$ cat src/include/card16_pkg.sv
// Constants, register map and pin bundle of the 16-bit socket
// event and control block.
// Assumes a 32-bit AXI4-Lite register bus and a 250 MHz system clock.
package card16_pkg;

    localparam int ADDR_W = 8;
    localparam int DATA_W = 32;
    localparam int IRQ_LINES = 16;

    // Register byte offsets
    localparam logic [ADDR_W-1:0] OFS_GEN_CTL = 8'h00;
    localparam logic [ADDR_W-1:0] OFS_EVT_LATCH = 8'h04;
    localparam logic [ADDR_W-1:0] OFS_EVT_CFG = 8'h08;
    localparam logic [ADDR_W-1:0] OFS_IF_STATUS = 8'h0C;
    localparam logic [ADDR_W-1:0] OFS_SOCK_EVT = 8'h10;

    // Decoded register selection
    localparam logic [2:0] SEL_NONE = 3'h0;
    localparam logic [2:0] SEL_GEN_CTL = 3'h1;
    localparam logic [2:0] SEL_EVT_LATCH = 3'h2;
    localparam logic [2:0] SEL_EVT_CFG = 3'h3;
    localparam logic [2:0] SEL_IF_STATUS = 3'h4;
    localparam logic [2:0] SEL_SOCK_EVT = 3'h5;

    // General control fields
    localparam int GC_RING_BIT = 7;
    localparam int GC_RESET_BIT = 6;
    localparam int GC_KIND_BIT = 5;
    localparam int GC_SPARE_BIT = 4;
    localparam int GC_ROUTE_LSB = 0;
    localparam int GC_ROUTE_W = 4;
    localparam logic [7:0] GEN_CTL_RESET = 8'h00;

    // Event latch and enable fields
    localparam int EV_DETECT = 3;
    localparam int EV_READY = 2;
    localparam int EV_WARN = 1;
    localparam int EV_DEAD = 0;
    localparam int EV_W = 4;
    localparam logic [EV_W-1:0] EVT_LATCH_RESET = 4'h0;

    // Event configuration fields
    localparam int CFG_EN_LSB = 0;
    localparam int CFG_ACK_BIT = 4;
    localparam int CFG_ROUTE_EN_BIT = 5;
    localparam logic [7:0] EVT_CFG_RESET = 8'h00;

    // Socket event detect flags
    localparam int SE_DETECT_A = 0;
    localparam int SE_DETECT_B = 1;
    localparam logic [1:0] SOCK_EVT_RESET = 2'h0;

    // Interface status fields
    localparam int IS_BATT_FIRST = 0;
    localparam int IS_BATT_SECOND = 1;
    localparam int IS_DETECT_A = 2;
    localparam int IS_DETECT_B = 3;
    localparam int IS_READY = 5;

    localparam logic [1:0] RESP_OKAY = 2'h0;
    localparam logic [1:0] RESP_SLVERR = 2'h2;

    // Card pins as seen at the socket, before synchronisation
    typedef struct packed {
        logic detect_input_a_n;
        logic detect_input_b_n;
        logic card_ready_busy_input;
        logic battery_detect_first;
        logic battery_detect_second;
        logic status_change_ring_input_n;
        logic card_irq_input_n;
    } card_pins_t;

    localparam int PIN_W = $bits(card_pins_t);
    localparam logic [PIN_W-1:0] PINS_IDLE = 7'h7F;

endpackage

$ cat src/rtl/pin_sync.sv
// Two-flop synchroniser for a bundle of socket pins.
// Assumes the pins are asynchronous to clk_i.
`timescale 1ns/100ps
module pin_sync #(
    parameter int WIDTH = 1,
    parameter logic [WIDTH-1:0] IDLE = '0
) (
    input wire logic clk_i,
    input wire logic reset_i,
    input wire logic [WIDTH-1:0] d_i,
    output logic [WIDTH-1:0] q_o
);

    logic [WIDTH-1:0] meta;

    genvar i;
    generate
        for (i = 0; i < WIDTH; i++)
        begin : g_bit
            always_ff @(posedge clk_i)
            begin
                if (reset_i)
                begin
                    meta[i] <= IDLE[i];
                    q_o[i] <= IDLE[i];
                end
                else
                begin
                    meta[i] <= d_i[i];
                    q_o[i] <= meta[i];
                end
            end
        end
    endgenerate

endmodule

$ cat src/rtl/card16_interrupt_status_ctrl.sv
// Socket interrupt and general control plus socket event latch,
// reached over AXI4-Lite.
// Assumes card pins are asynchronous and software services events.
`timescale 1ns/100ps

module card16_interrupt_status_ctrl (
    input wire logic clk_i,
    input wire logic reset_i,
    input wire logic [card16_pkg::ADDR_W-1:0] s_axi_awaddr_i,
    input wire logic s_axi_awvalid_i,
    output logic s_axi_awready_o,
    input wire logic [card16_pkg::DATA_W-1:0] s_axi_wdata_i,
    input wire logic [3:0] s_axi_wstrb_i,
    input wire logic s_axi_wvalid_i,
    output logic s_axi_wready_o,
    output logic [1:0] s_axi_bresp_o,
    output logic s_axi_bvalid_o,
    input wire logic s_axi_bready_i,
    input wire logic [card16_pkg::ADDR_W-1:0] s_axi_araddr_i,
    input wire logic s_axi_arvalid_i,
    output logic s_axi_arready_o,
    output logic [card16_pkg::DATA_W-1:0] s_axi_rdata_o,
    output logic [1:0] s_axi_rresp_o,
    output logic s_axi_rvalid_o,
    input wire logic s_axi_rready_i,
    input card16_pkg::card_pins_t pins_i,
    output logic ring_out_pin_n_o,
    output logic card_reset_o,
    output logic [card16_pkg::IRQ_LINES-1:0] sys_irq_o,
    output logic csc_irq_o
);
    import card16_pkg::*;

    function automatic logic [2:0] reg_sel(input logic [ADDR_W-1:0] a);
        logic [2:0] s;
        s = SEL_NONE;
        if (a == OFS_GEN_CTL)
            s = SEL_GEN_CTL;
        else if (a == OFS_EVT_LATCH)
            s = SEL_EVT_LATCH;
        else if (a == OFS_EVT_CFG)
            s = SEL_EVT_CFG;
        else if (a == OFS_IF_STATUS)
            s = SEL_IF_STATUS;
        else if (a == OFS_SOCK_EVT)
            s = SEL_SOCK_EVT;
        return s;
    endfunction

    // Synchronised pins and their previous sample
    card_pins_t pins_s;
    card_pins_t pins_q;

    pin_sync #(
        .WIDTH(PIN_W),
        .IDLE(PINS_IDLE)
    ) u_pin_sync (
        .clk_i(clk_i),
        .reset_i(reset_i),
        .d_i(pins_i),
        .q_o(pins_s)
    );

    // Registers
    logic [7:0] socket_interrupt_general_control;
    logic [EV_W-1:0] socket_event_latch;
    logic [7:0] event_config;
    logic [1:0] socket_event_detect;

    // Bus holding state
    logic aw_have;
    logic w_have;
    logic [ADDR_W-1:0] aw_addr;
    logic [7:0] w_byte;
    logic w_lane;

    // Control fields
    wire ring_pass_through_sel = socket_interrupt_general_control[GC_RING_BIT];
    wire socket_reset_ctl = socket_interrupt_general_control[GC_RESET_BIT];
    wire socket_interface_kind = socket_interrupt_general_control[GC_KIND_BIT];
    wire [GC_ROUTE_W-1:0] card_irq_route_sel =
        socket_interrupt_general_control[GC_ROUTE_LSB +: GC_ROUTE_W];
    wire [EV_W-1:0] event_en = event_config[CFG_EN_LSB +: EV_W];
    wire ack_mode = event_config[CFG_ACK_BIT];
    wire bridge_legacy_irq_route_en = event_config[CFG_ROUTE_EN_BIT];

    wire io_mode = socket_interface_kind;
    // Ring select counts only for the I/O interface
    wire ring_on = io_mode & ring_pass_through_sel;

    // Battery decode
    wire batt_dead = ~pins_s.battery_detect_first;
    wire batt_warn = pins_s.battery_detect_first
                     & ~pins_s.battery_detect_second;
    wire batt_dead_q = ~pins_q.battery_detect_first;
    wire batt_warn_q = pins_q.battery_detect_first
                       & ~pins_q.battery_detect_second;

    // Raw event sources
    wire detect_a_chg = pins_s.detect_input_a_n ^ pins_q.detect_input_a_n;
    wire detect_b_chg = pins_s.detect_input_b_n ^ pins_q.detect_input_b_n;
    wire ev_detect = detect_a_chg | detect_b_chg;
    wire ev_ready = ~io_mode & pins_s.card_ready_busy_input
                    & ~pins_q.card_ready_busy_input;
    // Warning entry, memory only
    wire ev_warn = ~io_mode & batt_warn & ~batt_warn_q;
    // Status input falling edge in I/O, dead entry in memory
    wire status_fall = ~pins_s.status_change_ring_input_n
                       & pins_q.status_change_ring_input_n;
    wire ev_dead = io_mode ? (~ring_on & status_fall)
                           : (batt_dead & ~batt_dead_q);

    // Bits that may hold a value
    wire [EV_W-1:0] keep_mask = {event_en[EV_DETECT],
                                 event_en[EV_READY] & ~io_mode,
                                 event_en[EV_WARN] & ~io_mode,
                                 event_en[EV_DEAD] & ~ring_on};
    wire [EV_W-1:0] ev_set = {ev_detect, ev_ready, ev_warn, ev_dead}
                             & keep_mask;

    // Write channel decode
    wire wr_fire = aw_have & w_have & ~s_axi_bvalid_o;
    wire [2:0] wr_sel = reg_sel(aw_addr);
    wire wr_ok = wr_sel != SEL_NONE;
    wire wr_lane = wr_fire & w_lane;
    wire we_gen = wr_lane & (wr_sel == SEL_GEN_CTL);
    wire we_cfg = wr_lane & (wr_sel == SEL_EVT_CFG);
    wire we_latch = wr_lane & (wr_sel == SEL_EVT_LATCH) & ack_mode;
    wire we_sock = wr_lane & (wr_sel == SEL_SOCK_EVT) & ack_mode;

    // Read channel decode
    wire rd_fire = s_axi_arvalid_i & s_axi_arready_o;
    wire [2:0] rd_sel = reg_sel(s_axi_araddr_i);
    wire rd_clear = rd_fire & ~ack_mode;
    wire rc_latch = rd_clear & (rd_sel == SEL_EVT_LATCH);
    wire rc_sock = rd_clear & (rd_sel == SEL_SOCK_EVT);

    // Write-one clear of latch bits
    wire [EV_W-1:0] w1c_latch = we_latch ? w_byte[EV_W-1:0] : EVT_LATCH_RESET;
    wire [1:0] w1c_sock = we_sock ? w_byte[1:0] : SOCK_EVT_RESET;
    // Detect flags cleared by write also clear bit 3
    wire sock_w1c_any = |(w1c_sock & socket_event_detect);
    wire [EV_W-1:0] ev_clear = rc_latch ? ~EVT_LATCH_RESET
                               : (w1c_latch | {sock_w1c_any, 3'h0});
    // Set wins over a clear in the same cycle
    wire [EV_W-1:0] next_latch = ((socket_event_latch & ~ev_clear) | ev_set)
                                 & keep_mask;

    wire [1:0] sock_set = {detect_b_chg, detect_a_chg};
    wire [1:0] sock_clear = rc_sock ? ~SOCK_EVT_RESET : w1c_sock;
    wire [1:0] next_sock = (socket_event_detect & ~sock_clear) | sock_set;

    // Interface status view
    wire status_bit0 = (io_mode & ~ring_pass_through_sel)
                       ? pins_s.status_change_ring_input_n
                       : pins_s.battery_detect_first;
    wire [7:0] if_status = {2'h0,
                            pins_s.card_ready_busy_input & ~io_mode,
                            1'h0,
                            ~pins_s.detect_input_b_n,
                            ~pins_s.detect_input_a_n,
                            pins_s.battery_detect_second,
                            status_bit0};

    // Read data; upper latch bits read zero
    wire [7:0] rd_byte =
        (rd_sel == SEL_GEN_CTL) ? socket_interrupt_general_control :
        (rd_sel == SEL_EVT_LATCH) ? {4'h0, socket_event_latch & keep_mask} :
        (rd_sel == SEL_EVT_CFG) ? event_config :
        (rd_sel == SEL_IF_STATUS) ? if_status :
        (rd_sel == SEL_SOCK_EVT) ? {6'h00, socket_event_detect} :
        8'h00;
    wire rd_ok = rd_sel != SEL_NONE;

    // Card irq steering, value zero stays unrouted
    wire route_on = io_mode & bridge_legacy_irq_route_en
                    & (card_irq_route_sel != 4'h0);
    wire [IRQ_LINES-1:0] route_onehot =
        IRQ_LINES'(16'h0001 << card_irq_route_sel);
    wire [IRQ_LINES-1:0] next_sys_irq =
        (route_on & ~pins_s.card_irq_input_n) ? route_onehot : 16'h0000;

    // Ring forwarding
    wire next_ring_n = ring_on ? pins_s.status_change_ring_input_n : 1'b1;

    always_ff @(posedge clk_i)
    begin
        if (reset_i)
            pins_q <= PINS_IDLE;
        else
            pins_q <= pins_s;
    end

    // Control register; spare bit is plain storage
    always_ff @(posedge clk_i)
    begin
        if (reset_i)
            socket_interrupt_general_control <= GEN_CTL_RESET;
        else if (we_gen)
            socket_interrupt_general_control <= w_byte;
    end

    always_ff @(posedge clk_i)
    begin
        if (reset_i)
            event_config <= EVT_CFG_RESET;
        else if (we_cfg)
            event_config <= w_byte;
    end

    // Event latch; further events only accumulate
    always_ff @(posedge clk_i)
    begin
        if (reset_i)
            socket_event_latch <= EVT_LATCH_RESET;
        else
            socket_event_latch <= next_latch;
    end

    always_ff @(posedge clk_i)
    begin
        if (reset_i)
            socket_event_detect <= SOCK_EVT_RESET;
        else
            socket_event_detect <= next_sock;
    end

    // Socket outputs
    always_ff @(posedge clk_i)
    begin
        if (reset_i)
        begin
            ring_out_pin_n_o <= 1'b1;
            card_reset_o <= 1'b1;
            sys_irq_o <= 16'h0000;
            csc_irq_o <= 1'b0;
        end
        else
        begin
            ring_out_pin_n_o <= next_ring_n;
            card_reset_o <= ~socket_reset_ctl;
            sys_irq_o <= next_sys_irq;
            // Level held while any bit stands
            csc_irq_o <= |next_latch;
        end
    end

    // Write address and data capture, in either order
    always_ff @(posedge clk_i)
    begin
        if (reset_i)
        begin
            aw_have <= 1'b0;
            s_axi_awready_o <= 1'b0;
            aw_addr <= 8'h00;
        end
        else if (s_axi_awvalid_i & s_axi_awready_o)
        begin
            aw_have <= 1'b1;
            s_axi_awready_o <= 1'b0;
            aw_addr <= s_axi_awaddr_i;
        end
        else if (wr_fire)
            aw_have <= 1'b0;
        else
            s_axi_awready_o <= ~aw_have & ~s_axi_bvalid_o;
    end

    always_ff @(posedge clk_i)
    begin
        if (reset_i)
        begin
            w_have <= 1'b0;
            s_axi_wready_o <= 1'b0;
            w_byte <= 8'h00;
            w_lane <= 1'b0;
        end
        else if (s_axi_wvalid_i & s_axi_wready_o)
        begin
            w_have <= 1'b1;
            s_axi_wready_o <= 1'b0;
            w_byte <= s_axi_wdata_i[7:0];
            w_lane <= s_axi_wstrb_i[0];
        end
        else if (wr_fire)
            w_have <= 1'b0;
        else
            s_axi_wready_o <= ~w_have & ~s_axi_bvalid_o;
    end

    // Write response
    always_ff @(posedge clk_i)
    begin
        if (reset_i)
        begin
            s_axi_bvalid_o <= 1'b0;
            s_axi_bresp_o <= RESP_OKAY;
        end
        else if (wr_fire)
        begin
            s_axi_bvalid_o <= 1'b1;
            s_axi_bresp_o <= wr_ok ? RESP_OKAY : RESP_SLVERR;
        end
        else if (s_axi_bready_i)
            s_axi_bvalid_o <= 1'b0;
    end

    // Read channel, one read at a time
    always_ff @(posedge clk_i)
    begin
        if (reset_i)
        begin
            s_axi_arready_o <= 1'b0;
            s_axi_rvalid_o <= 1'b0;
            s_axi_rdata_o <= 32'h0000_0000;
            s_axi_rresp_o <= RESP_OKAY;
        end
        else if (rd_fire)
        begin
            s_axi_arready_o <= 1'b0;
            s_axi_rvalid_o <= 1'b1;
            s_axi_rdata_o <= {24'h000000, rd_byte};
            s_axi_rresp_o <= rd_ok ? RESP_OKAY : RESP_SLVERR;
        end
        else if (s_axi_rvalid_o)
        begin
            if (s_axi_rready_i)
                s_axi_rvalid_o <= 1'b0;
        end
        else
            s_axi_arready_o <= 1'b1;
    end

endmodule

$ cat config.mk
export PLATFORM = sky130hd
export DESIGN_NAME = card16_interrupt_status_ctrl
export DESIGN_NICKNAME = d
export VERILOG_FILES = /design/src/include/card16_pkg.sv /design/src/rtl/pin_sync.sv /design/src/rtl/card16_interrupt_status_ctrl.sv
export SDC_FILE = /design/constraint.sdc
export NUM_CORES = 1
export LEC_CHECK = 0
export BUFFER_PORTS_ARGS = -buffer_cell sky130_fd_sc_hd__buf_2
export CAP_MARGIN = 30
export CORE_ASPECT_RATIO = 0.7
export CORE_UTILIZATION = 50
export CTS_CLUSTER_SIZE = 28
export DETAILED_ROUTE_END_ITERATION = 12
export GPL_TIMING_DRIVEN = 0
export PLACE_DENSITY = 0.84
export REMOVE_ABC_BUFFERS = 1
export SYNTH_ARGS = -nofsm -noshare
export SYNTH_HDL_FRONTEND = slang
export SYNTH_SLANG_ARGS = --single-unit
export TNS_END_PERCENT = 10
$ cat constraint.sdc
create_clock -name clk_i -period 3.95 [get_ports clk_i]
set_input_delay 0.1975 -clock clk_i [delete_from_list [all_inputs] [get_ports clk_i]]
set_output_delay 0.1975 -clock clk_i [all_outputs]
set_load 0.03 [all_outputs]
-- Yosys cells after proc, flatten, opt, wreduce, memory -nomap -nowiden
Index checks and enable logic that the tools add are counted.
- eq/ne operators: 17
- shifts and indexed selects: 1
- mux-type cells: 31
- bitwise logic cells: 66
- reduce and logical (&&, ||, !) cells: 15
- operator list (operator ; count):
    AND 1 bit ; 34
    == test 8 x 4 -> 1 bit, second input constant ; 4
    two-way mux 3 bit ; 10
    two-way mux 8 bit ; 3
    inverter 1 bit ; 18
    AND 4 bit ; 4
    == test 8 x 3 -> 1 bit, second input constant ; 2
    == test 8 x 5 -> 1 bit, second input constant ; 2
    logical NOT 8 bit ; 2
    << shifter 1 x 4 -> 16 bit, first input constant ; 1
    == test 3 x 2 -> 1 bit, second input constant ; 4
    OR reduction 2 bit ; 6
    two-way mux 1 bit ; 10
    two-way mux 2 bit ; 5
    == test 3 bit, second input constant ; 3
    two-way mux 4 bit ; 2
    OR 4 bit ; 2
    == test 3 x 1 -> 1 bit, second input constant ; 2
    two-way mux 6 bit ; 1
    nonzero test 2 bit ; 3
    nonzero test 3 bit ; 2
    AND 2 bit ; 2
    inverter 4 bit ; 1
    nonzero test 4 bit ; 1
    other kinds (5) ; 6
- bits in registers: 97
- input bits: 66
- output and inout port bits: 60

-- Depth between registers and ports, before layout
- depth in word-level cells: 19
- depth in mapped cells: 7
- gate-level depth less buffers: 5

-- Cells and area by module
From an unflattened synthesis, not the netlist that was laid out.
- cell total of the unflattened synthesis: 414
- area, all modules: 3731.1 sq um
- by module, submodules not included (module ; instances ; cells each ; area each (sq um) ; sequential area each (sq um)):
    card16_interrupt_status_ctrl ; 1 ; 385 ; 3352.0 ; 1621.6
    pin_sync ; 1 ; 29 ; 379.1 ; 280.3

-- Worst setup path before layout
OpenSTA, ideal clock, no wires.
- path kind: register to register
- start point: register aw_addr[7]
- end point: register socket_interrupt_general_control[0]
- setup time: 0.128 ns
- arrival time: 1.857 ns
- required time: 3.822 ns
- slack: 1.965 ns
- stages on the path, launching flop included: 7
- buffers on the path: 1
- cell sequence: dfxtp_1 > or4_4 > nor3_4 > or4b_1 > buf_6 > mux2i_1 > nor2_1
- longest elaborated chain between the ends: 8
- RTL lines (item ; line ; text):
    start, declared ; card16_interrupt_status_ctrl.sv:73 ; logic [ADDR_W-1:0] aw_addr;
    start signal, assigned ; card16_interrupt_status_ctrl.sv:261 ; aw_addr <= s_axi_awaddr_i;
    == test 8 x 5 -> 1 bit ; card16_interrupt_status_ctrl.sv:45 ; else if (a == OFS_SOCK_EVT)
    two-way mux 3 bit ; card16_interrupt_status_ctrl.sv:45 ;
    two-way mux 3 bit ; card16_interrupt_status_ctrl.sv:43 ; else if (a == OFS_IF_STATUS)
    two-way mux 3 bit ; card16_interrupt_status_ctrl.sv:41 ; else if (a == OFS_EVT_CFG)
    two-way mux 3 bit ; card16_interrupt_status_ctrl.sv:39 ; else if (a == OFS_EVT_LATCH)
    two-way mux 3 bit (*) ; card16_interrupt_status_ctrl.sv:37 ; if (a == OFS_GEN_CTL)
    == test 3 x 1 -> 1 bit (*) ; card16_interrupt_status_ctrl.sv:126 ; wire we_gen = wr_lane & (wr_sel == SEL_GEN_CTL);
    AND 1 bit (*) ; card16_interrupt_status_ctrl.sv:126 ;
    end signal, assigned ; card16_interrupt_status_ctrl.sv:200 ; socket_interrupt_general_control <= w_byte;
    end, declared ; card16_interrupt_status_ctrl.sv:65 ; logic [7:0] socket_interrupt_general_control;
Mark *: on every way between the ends. The rest lies on a longest branch, timed or not.
A chain may end at the register's enable or synchronous reset.

-- Worst setup path after layout
- start point: register aw_addr[7]
- end point: register socket_interrupt_general_control[4]
The elaborated chain is that of the path after synthesis.

==> impl_metrics.py <==
metrics = {
    "timing": {
        "min_period_ns": 2.35,
        "clock_skew_ns": 0.00743,
        "drv_slew": 0,
        "rsz0062_at_grt": "false",
        "min_period_over_period": 0.594,
        "maxSlewHeadroom": 0.395,
        "clock.fmax_mhz": 426,
        "setup_violations": 0,
        "hold_viol": 0,
        "tightest_slew_ns": 0.899,
        "setup_tns_ns": 0,
    },
    "synthesis": {
        "ys_ff_latch": 95,
        "synth_warnings": 0,
        "syn_area_um2": 3740,
        "synth_cell_types": 47,
        "yosysSeqAreaShare": 0.509,
        "synth-adder-area-share": 0,
        "muxShareOfSynthArea": 0.0593,
        "synth-main-ff-cell": "dfxtp_1",
        "synth_async_sr_flop_share": 0,
        "synth-xor-area-share": 0.00469,
        "yosys.area_share.simple": 0.238,
        "syn_inst": 414,
        "synth_edf_count": 0,
        "synth_compound_area_frac": 0.108,
        "syn_area_per_cell_um2": 9.02,
        "synth_top_family_by_area": "simple AND/OR/NAND/NOR gates",
    },
    "setup_path": {
        "crit_chain": "or4_4 > nor3_4 > or4b_1 > mux2i_1 > nor2_1",
        "startpoint_type": "flip-flop",
        "required_ns": 4.19,
        "critical_path_arrival_ns": 2.59,
        "cp_top_family": "simple AND/OR/NAND/NOR gates",
        "end_kind": "flip-flop",
        "critical_path_class": "flip-flop to flip-flop",
        "path_max_fanout": 8,
        "slowest_delay_ns": 0.76,
        "crit_slowest_cell": "or4b_1",
        "path_buf_inv": 0,
    },
    "place": {
        "io_buffer_count": 72,
        "gp_congestion": 0.862,
        "place_inst": 561,
        "dpl.hpwl_mm": 5.67,
    },
    "layout": {
        "area_growth_pct": 14.2,
        "multiInputGateArea_um2": 1630,
        "drive_above_1_share": 0.240,
        "layout_commonest_cell": "dfxtp_1",
        "final_cell_mix": "95 x dfxtp_1, 72 x buf_2, 53 x nor2_1",
        "nets": 544,
        "instances_no_fill": 577,
        "regArea_um2": 1900,
        "diodes": 0,
        "num-fill-cells": 628,
    },
    "route": {
        "viasPerCell": 5.03,
        "ant_nets": 0,
        "totalWireLength_mm": 7.64,
        "route.detailed.drc": 0,
        "drt_iter0_markers": 166,
        "dr.pass1.iters": 4,
        "vias": 2902,
        "wl_per_cell_um": 13.2,
    },
    "global_route": {
        "grt.total_usage": 0.212,
        "antenna_found_initial": 0,
        "grt_max_degree": 55,
        "grt_pass1_vias": 2608,
        "grt_pass1_wl_mm": 12.9,
        "grt_overflow": 0,
    },
    "cts": {
        "cts_tree": "done",
        "ctsHoldBuffers": 0,
        "insertion_delay_ns": 0.35,
        "cts_made_buffers": 9,
        "root_buffer": "clkbuf_8",
        "cts_sinks": 95,
        "clkSlewWorstSetupHoldPaths_ns": 0.10,
        "cts_resized": 0,
        "postCtsSetupRepairBufs": 0,
        "cts_buffer_depth": 2,
        "htreeDepth": 3,
    },
    "floorplanning": {
        "core_area_um2": 6980,
        "row_count": 25,
        "initial_core_util": 0.536,
        "ios": 126,
        "die_area_um2": 7830,
        "die_height_um": 74.3,
        "die_w_um": 105,
    },
    "pwr": {
        "power_density_nw_per_um2": 424,
        "peakVddDrop_v": 0.000260,
        "p_total_mw": 1.81,
        "p_leak_nw": 1.85,
    },
    "job": {
        "cap_viol_max_count": 0,
    },
    "min_path": {
        "hold_path_class": "input pin to flip-flop",
    },
    "run_status": {
        "run_status": "finished clean",
    },
}
worst register-to-register path, stage by stage, from the launching register on:
cell     delay, ns
dfxtp_1       0.32
or4_4         0.57
nor3_4        0.27
or4b_1        0.76
mux2i_1       0.27
nor2_1        0.05
worst paths after layout:
check                                   startpoint                                   to  cells after the start  slack [ns]
worst max-delay path                    aw_addr[7]  socket_interrupt_general_control[4]                      5        1.60
worst min-delay path                     pins_i[5]                   u_pin_sync.meta[5]                      2        0.02
worst max register to register          aw_addr[7]  socket_interrupt_general_control[4]                      5        1.60
worst min register to register  u_pin_sync.meta[5]                    u_pin_sync.q_o[5]                      1        0.42
routing by layer:
metal | up-vias | share of wire | GRT usage
met5 | - | 0 | 0
met3 | 6 | 0.065 | 0.0535
met4 | 0 | 0.0076 | 0.0516
met2 | 95 | 0.43 | 0.327
li1 | 1481 | - | -
met1 | 1320 | 0.50 | 0.299
kinds of logic (layout without fill, tap and decap cells):
kind of cell,after synthesis,after routing
other,1,27
AOI/OAI and AO/OA,66,66
muxes,22,22
DFF,95,95
and+or+nand+nor,176,176
buffers and inverters,52,95
xor gates and xnor gates,2,2
final cells by class:
cell class	instances	area share
timing repair buffer	73	0.0892
multi-input combinational	293	0.382
clock inverter	6	0.0176
tap	94	0.0276
clock buffer	10	0.0323
inverter	6	0.00528
sequential	95	0.446
cell usage after synthesis (3+ instances only):
cell / n / area, um2
dfxtp_1: 95 / 1900
nor2_1: 53 / 199
nand2_1: 47 / 176
a21oi_1: 37 / 185
buf_4: 26 / 195
or2_2: 23 / 144
mux2i_1: 21 / 210
clkbuf_1: 18 / 67.6
nand3_1: 9 / 45.0
nand2b_1: 8 / 50.1
a211oi_1: 6 / 45.0
inv_1: 6 / 22.5
nor4_1: 6 / 37.5
o21ai_0: 6 / 30.0
a22oi_1: 4 / 30.0
nand3b_1: 4 / 30.0
nor2b_1: 4 / 25.0
and2_1: 3 / 18.8
nor3_1: 3 / 15.0
flip-flops by register name, indices dropped and copies added, names as in the netlist, 2 cells and up:
signal	cells
socket_event_latch	4
aw_addr	8
u_pin_sync.meta	7
socket_interrupt_general_control	8
w_byte	8
event_config	8
u_pin_sync.q_o	7
pins_q	6
sys_irq_o	16
socket_event_detect	2
s_axi_rdata_o	8
metrics by stage:
step / cell area [um2] / hold WS, ns / util / worst slack, ns
after detailed placement: 4050 / 0.381 / 0.581 / 1.50
final: 4270 / 0.0185 / 0.611 / 1.60
after CTS: 4270 / 0.00562 / 0.611 / 1.62
after global placement: 4030 / 0.380 / 0.578 / 1.45
after floorplan: 3550 / 0.267 / - / 1.87
after global routing: 4270 / 0.00496 / 0.611 / 1.50
report_power, final:
| group | leakage [nW] | switching (mW) | internal [mW] |
|---|---|---|---|
| registers | 0.773 | 0.0204 | 0.982 |
| logic | 0.970 | 0.100 | 0.0471 |
| clock network | 0.106 | 0.338 | 0.321 |
No activity file was read; power rests on OpenSTA's default activity.
